==> src/vie_defs.vh <==
// Constants of the vectored interrupt encoder: register offsets, field
// positions, reset values and source layout.
// Assumes inclusion by bare name from the design files under src/.
`ifndef VIE_DEFS_VH
`define VIE_DEFS_VH

// Register byte offsets on the APB bus
`define VIE_OFF_VECTOR   8'h00
`define VIE_OFF_CONFIG   8'h04
`define VIE_OFF_ENABLE   8'h08
`define VIE_OFF_PENDING  8'h0C

// Field positions
`define VIE_CFG_PORTSEL_BIT  0
`define VIE_EN_EXT_ONE_BIT   2
`define VIE_VEC_CODE_LSB     1
`define VIE_VEC_GROUP_LSB    4

// Reset values
`define VIE_VECTOR_RESET  8'h00
`define VIE_CONFIG_RESET  1'b0
`define VIE_ENABLE_RESET  1'b0

// Source layout: groups 1 to 4 hold sources, eight codes each
`define VIE_CODES_PER_GROUP  8
`define VIE_NUM_GROUPS       4
`define VIE_FIRST_GROUP      3'h1
`define VIE_NUM_SLOTS        32
// Slots that carry a real source; the rest are reserved codes
`define VIE_SLOT_VALID       32'h0F7F0E0E

`endif

==> src/vie_sync2.v <==
// Two-flop level synchroniser for pins arriving from outside the clock.
// Assumes clk and an active-low asynchronous reset; resets to a chosen level.
`timescale 1ns/1ps
`default_nettype none

module vie_sync2 #(
  parameter       WIDTH     = 1,
  parameter [0:0] RESET_VAL = 1'b1
) (
  input  wire             clk,
  input  wire             rst_n,
  input  wire [WIDTH-1:0] asyncIn,
  output reg  [WIDTH-1:0] syncOut
);

  reg [WIDTH-1:0] stageOneQ;

  // First stage is read only by the second stage
  always @(posedge clk or negedge rst_n) begin
    if (!rst_n) begin
      stageOneQ <= {WIDTH{RESET_VAL}};
      syncOut   <= {WIDTH{RESET_VAL}};
    end else begin
      stageOneQ <= asyncIn;
      syncOut   <= stageOneQ;
    end
  end

endmodule

`default_nettype wire

==> src/vie_vectored_interrupt_encoder.v <==
// Vectored interrupt encoder: peripheral events into one internal interrupt
// line with a prioritised vector register, plus the port-two interrupt path.
// Assumes one 10 MHz clock, APB register access, peripheral events from logic
// on the same clock, and port pins that are asynchronous.
//
// How it works
// - All peripheral requests ORed onto internal line
// - Package interrupt pins never feed the internal line
// - Vector space has room for 128 vectors
// - Vector shows source that caused the trap; here it shows the best pending source, and a higher arrival replaces it
// - Any write retires vector, loads next pending
// - Vector bit zero always reads zero
// - Vector reads zero when nothing pending
// - Code in bits 3-1, group 7-4, reset zero
// - Within a group, oldest request served first
// - Higher group number wins over lower
// - Groups 1, 2: endpoints 1-3 at codes 1-3
// - Group 3 bus events, group 4 I2C/ep0
// - Fixed encoder for ties; 46h highest, 12h lowest
// - Port-two low inputs ORed into port line
// - Port-two OR also drives wake-up logic
// - Select bit picks pin or port-two OR
// - Enable bit 2 gates port interrupt, resets 0
//
// Register map, one 32-bit word each, unused bits read zero:
//   00h vector, read only; any write retires the shown source
//   04h bit 0 picks the port source: 0 pin three, 1 port two
//   08h bit 2 enables the port interrupt toward the core
//   0Ch pending bitmap, read only, bit = (group - 1) * 8 + code
// Limitation: sources are sampled as levels, so a held event re-arms
// its slot on every cycle it stays high, even right after a retire.
//
// Chosen here: the APB interface to the registers and the register addresses.
`timescale 1ns/1ps
`default_nettype none
`include "vie_defs.vh"

module vie_vectored_interrupt_encoder #(
  parameter ADDR_WIDTH = 8
) (
  input  wire                  clk,
  input  wire                  rst_n,
  // APB slave
  input  wire                  psel,
  input  wire                  penable,
  input  wire                  pwrite,
  input  wire [ADDR_WIDTH-1:0] paddr,
  input  wire [31:0]           pwdata,
  output reg                   pready,
  output reg  [31:0]           prdata,
  output reg                   pslverr,
  // Peripheral event pulses, same clock
  input  wire [3:0]            outEndpointEvent,
  input  wire [3:0]            inEndpointEvent,
  input  wire                  setupOverwriteEvent,
  input  wire                  setupPacketEvent,
  input  wire                  powerOnEvent,
  input  wire                  powerOffEvent,
  input  wire                  resumeRequestEvent,
  input  wire                  suspendRequestEvent,
  input  wire                  busResetEvent,
  input  wire                  txEmptyFlag,
  input  wire                  rxFullFlag,
  // Asynchronous active-low pins
  input  wire [7:0]            portTwoInputs_n,
  input  wire                  portThreePinThree_n,
  // Toward the core and wake-up logic
  output reg                   internalIrqLine_n,
  output reg                   portIrqLine_n,
  output reg                   portTwoWake_n
);

  // Slot count and codes per group, fixed by the vector layout
  localparam NS = `VIE_NUM_SLOTS;
  localparam NC = `VIE_CODES_PER_GROUP;

  // Build vector value from slot index
  function [7:0] slotVector;
    input [4:0] slot;
    reg   [3:0] grp;
    begin
      grp = {2'b00, slot[4:3]} + {1'b0, `VIE_FIRST_GROUP};
      slotVector = {grp, slot[2:0], 1'b0};
    end
  endfunction

  // Slot index of a code within a group; slots 0-7 belong to group 1
  function [4:0] slotOf;
    input [1:0] grpIdx;
    input [2:0] code;
    begin
      slotOf = {grpIdx, code};
    end
  endfunction

  reg  [NS-1:0] pendQ;
  reg  [NS-1:0] olderQ [0:NS-1];
  reg  [7:0]    vectorQ;
  reg  [4:0]    shownSlotQ;
  reg           shownValidQ;
  reg           portSelQ;
  reg           extOneEnQ;
  wire [7:0]    portTwoSync_n;
  wire          pinThreeSync_n;

  // Map peripheral events onto group and code slots
  // Code 0 of groups 1 and 2 stays reserved; endpoint 0 sits in group 4
  wire [NS-1:0] srcReq;
  assign srcReq[7:0]   = {4'h0, outEndpointEvent[3:1], 1'b0};
  assign srcReq[15:8]  = {4'h0, inEndpointEvent[3:1], 1'b0};
  assign srcReq[23:16] = {1'b0, busResetEvent, suspendRequestEvent, resumeRequestEvent,
                          powerOffEvent, powerOnEvent, setupPacketEvent,
                          setupOverwriteEvent};
  assign srcReq[31:24] = {4'h0, outEndpointEvent[0], inEndpointEvent[0],
                          rxFullFlag, txEmptyFlag};

  // APB decode
  wire apbAccess = psel & penable & pready;
  wire apbWrite  = apbAccess & pwrite;
  wire hitVector = (paddr == `VIE_OFF_VECTOR);
  wire hitConfig = (paddr == `VIE_OFF_CONFIG);
  wire hitEnable = (paddr == `VIE_OFF_ENABLE);
  wire hitPend   = (paddr == `VIE_OFF_PENDING);
  wire mapped    = hitVector | hitConfig | hitEnable | hitPend;

  // Acknowledge retires the slot shown at the moment of the write
  // If a higher source replaced the vector since the read, that one is retired
  wire          ackWrite = apbWrite & hitVector & shownValidQ;
  wire [NS-1:0] ackMask  = ackWrite ? ({{(NS-1){1'b0}}, 1'b1} << shownSlotQ) : {NS{1'b0}};
  wire [NS-1:0] pendKept = pendQ & ~ackMask;
  // A set in the same cycle as its acknowledge wins and re-arms the slot
  // Reserved codes are masked here, so they can never reach the vector
  wire [NS-1:0] newSet   = srcReq & `VIE_SLOT_VALID & ~pendKept;
  wire [NS-1:0] pendD    = pendKept | newSet;

  // Pending bits and arrival-order matrix; row i marks slots older than i
  integer i;
  integer j;
  always @(posedge clk or negedge rst_n) begin
    if (!rst_n) begin
      pendQ <= {NS{1'b0}};
      for (i = 0; i < NS; i = i + 1) begin
        olderQ[i] <= {NS{1'b0}};
      end
    end else begin
      pendQ <= pendD;
      for (i = 0; i < NS; i = i + 1) begin
        for (j = 0; j < NS; j = j + 1) begin
          if (newSet[i]) begin
            // Already waiting, or arriving together at a higher code, counts as older;
            // ties follow the fixed encoder, where the higher code ranks first
            olderQ[i][j] <= pendKept[j] | (newSet[j] & (j > i));
          end else if (newSet[j]) begin
            olderQ[i][j] <= 1'b0;
          end
        end
      end
    end
  end

  // Fixed priority: highest group, then oldest inside it
  reg [4:0] bestSlot;
  reg       bestValid;
  reg       olderPending;
  reg [4:0] slotC;
  reg [4:0] slotK;
  integer   g;
  integer   c;
  integer   k;
  always @* begin
    bestSlot     = 5'h00;
    bestValid    = 1'b0;
    olderPending = 1'b0;
    slotC        = 5'h00;
    slotK        = 5'h00;
    for (g = 0; g < `VIE_NUM_GROUPS; g = g + 1) begin
      for (c = 0; c < NC; c = c + 1) begin
        slotC        = slotOf(g[1:0], c[2:0]);
        olderPending = 1'b0;
        for (k = 0; k < NC; k = k + 1) begin
          slotK = slotOf(g[1:0], k[2:0]);
          // A waiting slot yields only to slots waiting from before it; a slot
          // set again this cycle is younger, whatever its stale row still says
          if (pendKept[slotK] && olderQ[slotC][slotK] && !newSet[slotC]) begin
            olderPending = 1'b1;
          end
          // A fresh arrival is younger than every slot already waiting;
          // among arrivals of one cycle the higher code is served first
          if (newSet[slotC] && (pendKept[slotK] || (newSet[slotK] && k > c))) begin
            olderPending = 1'b1;
          end
        end
        // Later groups overwrite earlier ones, so the highest group wins
        if (pendD[slotC] && !olderPending) begin
          bestSlot  = slotC;
          bestValid = 1'b1;
        end
      end
    end
  end

  // Vector register follows the best pending slot every cycle
  // Nothing is latched: a higher arrival replaces the shown vector at once
  always @(posedge clk or negedge rst_n) begin
    if (!rst_n) begin
      vectorQ     <= `VIE_VECTOR_RESET;
      shownSlotQ  <= 5'h00;
      shownValidQ <= 1'b0;
    end else begin
      vectorQ     <= bestValid ? slotVector(bestSlot) : `VIE_VECTOR_RESET;
      shownSlotQ  <= bestSlot;
      shownValidQ <= bestValid;
    end
  end

  // Internal line: core sees only the OR of peripheral requests, not pins
  // Built from the next pending state so the line and vector move together
  always @(posedge clk or negedge rst_n) begin
    if (!rst_n) begin
      internalIrqLine_n <= 1'b1;
    end else begin
      internalIrqLine_n <= ~(|pendD);
    end
  end

  // Port pins are asynchronous; idle level is high
  // Synchroniser resets to that idle level, so no false request after reset
  vie_sync2 #(
    .WIDTH     (9),
    .RESET_VAL (1'b1)
  ) uPinSync (
    .clk     (clk),
    .rst_n   (rst_n),
    .asyncIn ({portThreePinThree_n, portTwoInputs_n}),
    .syncOut ({pinThreeSync_n, portTwoSync_n})
  );

  // Any low port-two input requests; selection then enable gating
  wire portTwoReq = ~(&portTwoSync_n);
  wire portSrcReq = portSelQ ? portTwoReq : ~pinThreeSync_n;
  always @(posedge clk or negedge rst_n) begin
    if (!rst_n) begin
      portIrqLine_n <= 1'b1;
      portTwoWake_n <= 1'b1;
    end else begin
      portIrqLine_n <= ~(portSrcReq & extOneEnQ);
      portTwoWake_n <= ~portTwoReq;
    end
  end

  // Software registers; writes land at the access edge only
  // An unmapped write matches no hit and leaves every register alone
  always @(posedge clk or negedge rst_n) begin
    if (!rst_n) begin
      portSelQ  <= `VIE_CONFIG_RESET;
      extOneEnQ <= `VIE_ENABLE_RESET;
    end else if (apbWrite) begin
      if (hitConfig) begin
        portSelQ <= pwdata[`VIE_CFG_PORTSEL_BIT];
      end
      if (hitEnable) begin
        extOneEnQ <= pwdata[`VIE_EN_EXT_ONE_BIT];
      end
    end
  end

  // Read mux, sampled in the setup cycle so outputs come from flops
  reg [31:0] readData;
  always @* begin
    readData = 32'h0000_0000;
    if (hitVector) begin
      readData = {24'h000000, vectorQ};
    end else if (hitConfig) begin
      readData[`VIE_CFG_PORTSEL_BIT] = portSelQ;
    end else if (hitEnable) begin
      readData[`VIE_EN_EXT_ONE_BIT] = extOneEnQ;
    end else if (hitPend) begin
      readData = pendQ;
    end
  end

  // APB handshake: ready in the first access cycle, no wait states
  // Trade-off: a read returns state as it stood in the setup cycle
  always @(posedge clk or negedge rst_n) begin
    if (!rst_n) begin
      pready  <= 1'b0;
      prdata  <= 32'h0000_0000;
      pslverr <= 1'b0;
    end else if (psel && !penable) begin
      pready  <= 1'b1;
      prdata  <= pwrite ? 32'h0000_0000 : readData;
      pslverr <= ~mapped;
    end else begin
      pready  <= 1'b0;
      pslverr <= 1'b0;
    end
  end

endmodule

`default_nettype wire

==> config.mk <==
export PLATFORM = sky130hd
export DESIGN_NAME = vie_vectored_interrupt_encoder
export DESIGN_NICKNAME = d
export VERILOG_FILES = /design/src/vie_sync2.v /design/src/vie_vectored_interrupt_encoder.v
export VERILOG_INCLUDE_DIRS = /design/src /design/src/src
export SDC_FILE = /design/constraint.sdc
export NUM_CORES = 1
export LEC_CHECK = 0
export BUFFER_PORTS_ARGS = -buffer_cell sky130_fd_sc_hd__buf_2
export CORE_ASPECT_RATIO = 1.1
export CORE_MARGIN = 1
export CORE_UTILIZATION = 53
export DETAILED_ROUTE_END_ITERATION = 10
export HOLD_SLACK_MARGIN = 0.1
export PLACE_DENSITY_LB_ADDON = 0.25
export SLEW_MARGIN = 30
export SYNTH_ARGS = -nofsm -noshare
export SYNTH_HDL_FRONTEND = slang
export SYNTH_SLANG_ARGS = --single-unit
==> constraint.sdc <==
create_clock -name clk -period 3.1 [get_ports clk]
set_input_delay 0.62 -clock clk [delete_from_list [all_inputs] [get_ports clk]]
set_output_delay 0.62 -clock clk [all_outputs]
set_load 0.01 [all_outputs]
==> results of run 1 <==
==> worst max path at each step <==
stage                  startpoint            end  slack (ps)  depth (start not counted)
floorplan                paddr[6]     vectorQ[5]        -370                         13
global placement         paddr[6]  shownSlotQ[0]        -840                         15
detailed placement       paddr[6]     vectorQ[5]        -910                         15
CTS                        pready     vectorQ[5]        -280                         13
global route        shownSlotQ[4]     vectorQ[5]        -460                         14
finish              shownSlotQ[4]     vectorQ[5]        -360                         14
==> state kept, by name, indices dropped and copies added (netlist names), 5 cells and up <==
name and count:
olderQ 136, pendQ 32, prdata 32, uPinSync.stageOneQ 9
uPinSync.syncOut 9, vectorQ 6, shownSlotQ 5
==> kinds of logic after synthesis <==
group                    count (synthesis)  share of synthesized area (%)
AND/OR/NAND/NOR                        323                           15.3
adder cells (fa/ha/maj)                  1                          0.117
flip-flops                             237                           55.7
AO/OA/AOI/OAI                          352                           22.7
XOR/XNOR                                23                           1.88
buffers and inverters                   98                           3.55
multiplexers                             7                          0.714
==> power groups by stage <==
stage	logic, mW	registers (mW)	clock network, mW
final	1.08	3.39	3.04
after global routing	1.17	3.40	3.20
after CTS	1.01	3.38	3.08
after detailed placement	0.986	3.44	0
after global placement	0.963	3.43	0
after floorplan	0.528	3.41	0
==> layout by cell type (no fill, tap or decap), drive strengths merged, types with 4 or more instances in the layout <==
cell	instances
a211oi	9
a21oi	40
a221oi	5
a222oi	15
a22o	31
a22oi	13
a31oi	8
and2	25
and3	5
buf	329
clkbuf	33
clkinv	8
dfrtp	216
dfstp	21
inv	48
mux2	5
nand2	106
nand2b	13
nand3	22
nand4	15
nand4bb	4
nor2	77
nor2b	9
nor3	9
nor4	12
o2111ai	5
o211ai	8
o21a	43
o21ai	125
o22a	8
o22ai	5
o31ai	5
or3	5
xnor2	20
==> cell type report <==
cell class	instances	area, sq um
flip-flops and latches	237	5960
fillers	1361	5280
multi-input cells	706	4860
repair buffers	330	2390
clock buffers	33	718
well taps	252	315
inverters	44	168
clock inverters	13	114
==> routing by layer <==
| layer | wire length, um | vias up |
|---|---|---|
| met5 | 0 | - |
| met4 | 1050 | 0 |
| met3 | 2450 | 89 |
| met2 | 15700 | 438 |
| met1 | 13300 | 4643 |
| li1 | - | 4402 |
==> timing repair <==
| item | 4_1_cts | 5_1_grt |
|---|---|---|
| pin swaps | 4 | 19 |
| endpoints found under the setup margin | 12 | 13 |
| setup buffers | 2 | 15 |
| hold endpoints to repair | 52 | 0 |
| gates resized for setup | 19 | 59 |
| hold buffers | 1 | 0 |
==> per-stage QoR <==
stage	area [sq um]	setup WS [ps]
final	14500	-360
after global routing	14500	-456
after CTS	14100	-278
after detailed placement	13200	-906
after global placement	13200	-839
after floorplan	10900	-370
==> results.yml, run 1 <==
run_status:
  status: "finished, violations left"
  violations: "negative setup slack"
global_route:
  grt_max_degree: 82
  track_usage_pct: 31.2
  antenna_found_initial: 0
  grt-ovfl-total: 0
  grt_first_pass_wirelength_mm: 49.5
  grt_pass1_vias: 9365
  grtUsageMet2_pct: 50.3
  met3_usage_pct: 5.42
  grt-busiest-layer: "met2"
  grt_use_met1_pct: 42.1
worst_setup_path:
  worstPathCellList: "and4bb_2 > nand4_1 > buf_12 > buf_6 > o21a_4 > a222oi_1 > nand2_1 > nor4_4 > inv_1 > nand4_1 > nor2_1 > a211o_1 > ha_2 > and2_1"
  cp.required_ps: 3540
  path_buf_inv: 3
  cp_common_cell: "nand4_1"
  r2r_cells: 14
  r2r_slack_ps: -360
  slowest_delay_ps: 370
  criticalPathCategory: "register to register"
  worstReg2RegStart: "shownSlotQ[4]"
  path_max_fanout: 8
  endpoint_kind: "register"
  cpLargestDelayFamily: "simple AND/OR/NAND/NOR gates"
  reg2reg_to: "vectorQ[5]"
  cp_slowest_cell: "a222oi_1"
  critPathLaunchType: "register"
  cp.arrival_ps: 3900
power_and_ir_drop:
  p_leak_nw: 6.75
  ir_drop_v: 0.000623
  swShare_pct: 26.4
  p_comb_share_pct: 14.4
  p_seq_share_pct: 45.1
  p_int_mw: 5.53
  p_per_area_nw_per_um2: 517
  total_power_mw: 7.51
  switching_power_mw: 1.99
  clkPwrFrac_pct: 40.5
detailed_routing:
  drt_wl_total_mm: 32.5
  drt-initial-drc-count: 946
  ant_nets: 0
  via_per_inst: 5.93
  num_vias: 9572
  dr.pass1.iters: 8
  avgRoutedWirePerCell_um: 20.1
  post-route-drc-count: 0
cells_and_area:
  post-route-util_pct: 73.4
  diodes: 0
  area_delta_synth_final_pct: 35.8
  drive_above_1_share_pct: 37.1
  fin_cells: 1615
  nets: 1416
logic_synthesis:
  ys_seq_area_share_pct: 55.7
  yosysTopAreaCell: "dfrtp_1"
  synthCells: 1041
  synth_cell_types: 78
  netlist_top_cells_count: "dfrtp_1 (216), o21ai_0 (107), nand2_1 (105), nor2_1 (77), clkbuf_1 (46)"
  yosys-top-cells-area: "dfrtp_1 (51%), dfstp_2 (5.2%), o21ai_0 (5.0%), nand2_1 (3.7%), o21a_1 (3.0%)"
  synth_area_sq_um: 10700
  ys_seq_elements: 237
  postSynthAreaPerCell_sq_um: 10.3
  synth-edff-count: 0
  synth_top_flop_cell: "dfrtp_1"
  async_flop_share_pct: 100
  synth_most_common_cell: "dfrtp_1"
  syn_nets: 1113
  synth_warnings: 0
  synth_top_area_share_pct: 50.6
clocking:
  clockRootBuffer: "clkbuf_16"
  clk_latency_ps: 550
  cts_buffers: 25
  cts_tree: "done"
  cts.sinks: 237
  path_clk_slew_ps: 60
  clockBufferDepth: 3
  htree_levels: 1
sta:
  fmax_mhz: 289
  slew_headroom_pct: 58.8
  holdWs_ps: 167
  grt_setup_unrepaired: "true"
  clock_skew_ps: 21.8
  worst_slew_pin_slew_ps: 619
  finalCritPeriodShare_pct: 112
  setup_viol: 10
  fin_crit_ps: 3460
  drv_slew: 0
  setup-tns-final_ps: -1550
  fin_ws_ps: -360
  hold_viol: 0
placed_design:
  placed_cells: 1551
  port_buffers: 77
  hpwl_mm: 22.9
  place.gp.congestion: 1.00
floorplanning:
  rows: 54
  ios: 108
  die_area_sq_um: 20700
  die_h_um: 151
  initial_core_util_pct: 54.0
  die_w_um: 137
  fp.coreArea_sq_um: 19800
worst_hold_path:
  hold-path-cell-count: 1
  hold_path.class: "primary input to register"
  hold_end: "uPinSync.stageOneQ[6]"
  min_from: "portTwoInputs_n[6]"
flow_run:
  max-cap-violations: 0
Note: power is estimated with default switching activity, not from simulation.
==> run 2: changes to the inputs <==
==> constraint.sdc (replaced) <==
create_clock -name clk -period 3.1 [get_ports clk]
set_input_delay 0.31 -clock clk [delete_from_list [all_inputs] [get_ports clk]]
set_output_delay 0.31 -clock clk [all_outputs]
set_load 0.01 [all_outputs]
==> results.yml, run 2 (synthesis results as in run 1) <==
worst_setup_path:
  cp.required_ps: 3520
  cp.arrival_ps: 3830
  critPathLaunchType: "register"
  criticalPathCategory: "register to register"
  slowest_delay_ps: 410
  path_max_fanout: 5
  cp_slowest_cell: "dfrtp_1"
  endpoint_kind: "register"
  worstPathCellList: "and4bb_2 > nand4_1 > buf_4 > buf_4 > o21ai_2 > buf_4 > o2111ai_2 > nor4bb_1 > a41oi_2 > nand2_2 > or2_4 > or2_4 > or3_4 > ha_4 > and2_4"
  cp_common_cell: "buf_4"
cells_and_area:
  register_area_sq_um: 5960
  diodes: 0
  nets: 1444
  reg_top3: "olderQ x136, pendQ x32, prdata x32"
  most-common-layout-cells: "buf_4 (247), dfrtp_1 (216), o21ai_0 (101)"
  largest_register_ffs: 136
  final_common_cell: "buf_4"
  drive_above_1_share_pct: 39.6
  stdcell_area_sq_um: 15100
  area_delta_synth_final_pct: 41.0
  largest_register: "olderQ"
  fill_cells: 1257
  multi_input_area_sq_um: 5090
detailed_routing:
  drt-initial-drc-count: 910
  dr.pass1.iters: 6
  avgRoutedWirePerCell_um: 21.1
  post-route-drc-count: 0
  ant_nets: 0
  via_per_inst: 6.08
  num_vias: 9976
  drt_wl_total_mm: 34.7
clocking:
  clockBufferDepth: 3
  cts.sinks: 237
  clockRootBuffer: "clkbuf_16"
  cts_tree: "done"
  path_clk_slew_ps: 60
  htree_levels: 1
  cts_buffers: 25
  clk_latency_ps: 530
floorplanning:
  die_w_um: 137
  ios: 108
  fp.coreArea_sq_um: 19800
  die_area_sq_um: 20700
  initial_core_util_pct: 54.0
  rows: 54
  die_h_um: 151
power_and_ir_drop:
  p_seq_share_pct: 43.8
  clkPwrFrac_pct: 39.9
  p_leak_nw: 6.93
  switching_power_mw: 2.05
  ir_drop_v: 0.000557
  p_per_area_nw_per_um2: 516
  swShare_pct: 26.4
  p_int_mw: 5.72
  p_comb_share_pct: 16.3
sta:
  finalCritPeriodShare_pct: 110
  worst_slew_pin_slew_ps: 744
  holdWs_ps: 134
  fin_ws_ps: -314
  fmax_mhz: 293
  clock_skew_ps: 9.78
  hold_viol: 0
  drv_slew: 0
  slew_headroom_pct: 50.4
  setup_viol: 12
  grt_setup_unrepaired: "true"
  fin_crit_ps: 3410
placed_design:
  placed_area_sq_um: 13200
  hpwl_mm: 23.3
  port_buffers: 77
  place.gp.congestion: 0.952
global_route:
  grt_pass1_vias: 9834
  antenna_found_initial: 0
  grt_first_pass_wirelength_mm: 52.3
  track_usage_pct: 33.1
  grt-ovfl-total: 0
  grt_max_degree: 98
flow_run:
  max-cap-violations: 0
run_status:
  status: "finished, violations left"
  violations: "negative setup slack"
worst_hold_path:
  hold_path.class: "primary input to register"
[run 2: cell types whose count changed in the layout (fill, tap and decap cells not counted), moves of 4 or more]
cell,change
nor4_1,-4
nor2_1,-5
clkinvlp_4,+5
dlygate4sd3_1,+14
buf_4,+8
buf_6,+4
[run 2: power by group through the flow]
| stage | clock network [mW] | logic (mW) | registers, mW |
|---|---|---|---|
| 2_1_floorplan | 0 | 0.516 | 3.41 |
| 3_3_place_gp | 0 | 1.00 | 3.44 |
| 3_5_place_dp | 0 | 1.03 | 3.45 |
| 4_1_cts | 3.12 | 1.14 | 3.40 |
| 5_1_grt | 3.25 | 1.36 | 3.41 |
| 6_report | 3.10 | 1.27 | 3.40 |
[run 2: repair_timing]
action / 4_1_cts / 5_1_grt
cloned: 2 / 1
gates resized for setup: 85 / 53
setup buffers: 21 / 18
pin swaps: 30 / 68
endpoints found under the setup margin: 13 / 13
hold endpoints to repair: 92 / 0
hold buffers: 15 / 0
[run 2: path summary, 6_finish.rpt]
kind	slack, ps	cells past startpoint	to	from
min in group asynchronous	430	2	olderQ[961]	rst_n
max in group asynchronous	1880	3	prdata[9]	rst_n
max	-310	15	vectorQ[5]	shownSlotQ[4]
min	130	4	olderQ[152]	txEmptyFlag
max reg2reg	-310	15	vectorQ[5]	shownSlotQ[4]
min reg2reg	350	0	uPinSync.syncOut[6]	uPinSync.stageOneQ[6]
[run 2: critical path: cells and delay by family, from the launching register on]
kind	cells	cell delay (ps)
buf+inv	3	510
simple gates	8	1620
fa+ha+maj	1	220
compound gates	3	540
flops	1	410
[run 2: through the flow]
step / std cells / power, mW / setup TNS [ps] / utilization, % / setup WS [ps]
after floorplan: 1041 / 3.92 / -112 / - / -82.7
after global placement: 1550 / 4.44 / -5010 / 66.6 / -604
after detailed placement: 1550 / 4.48 / -5280 / 66.6 / -686
after CTS: 1630 / 7.67 / -1560 / 74.7 / -251
after global routing: 1642 / 8.03 / -3950 / 76.1 / -411
final: 1642 / 7.78 / -2570 / 76.1 / -314
[run 2: area by class of cell]
type                       count  area share, %
sequential                   237           39.5
clock inverter                15           1.10
multi-input combinational    706           33.8
timing repair buffer         358           17.8
inverter                      44           1.11
tap                          252           2.09
clock buffer                  30           4.54
[run 2: routing by layer]
layer	share of wire, %	track usage [%]	up-vias
met2	48	55.1	504
met5	0	0	-
met3	7.0	4.92	129
met1	41	42.8	4886
li1	-	-	4457
met4	4.6	14.7	0
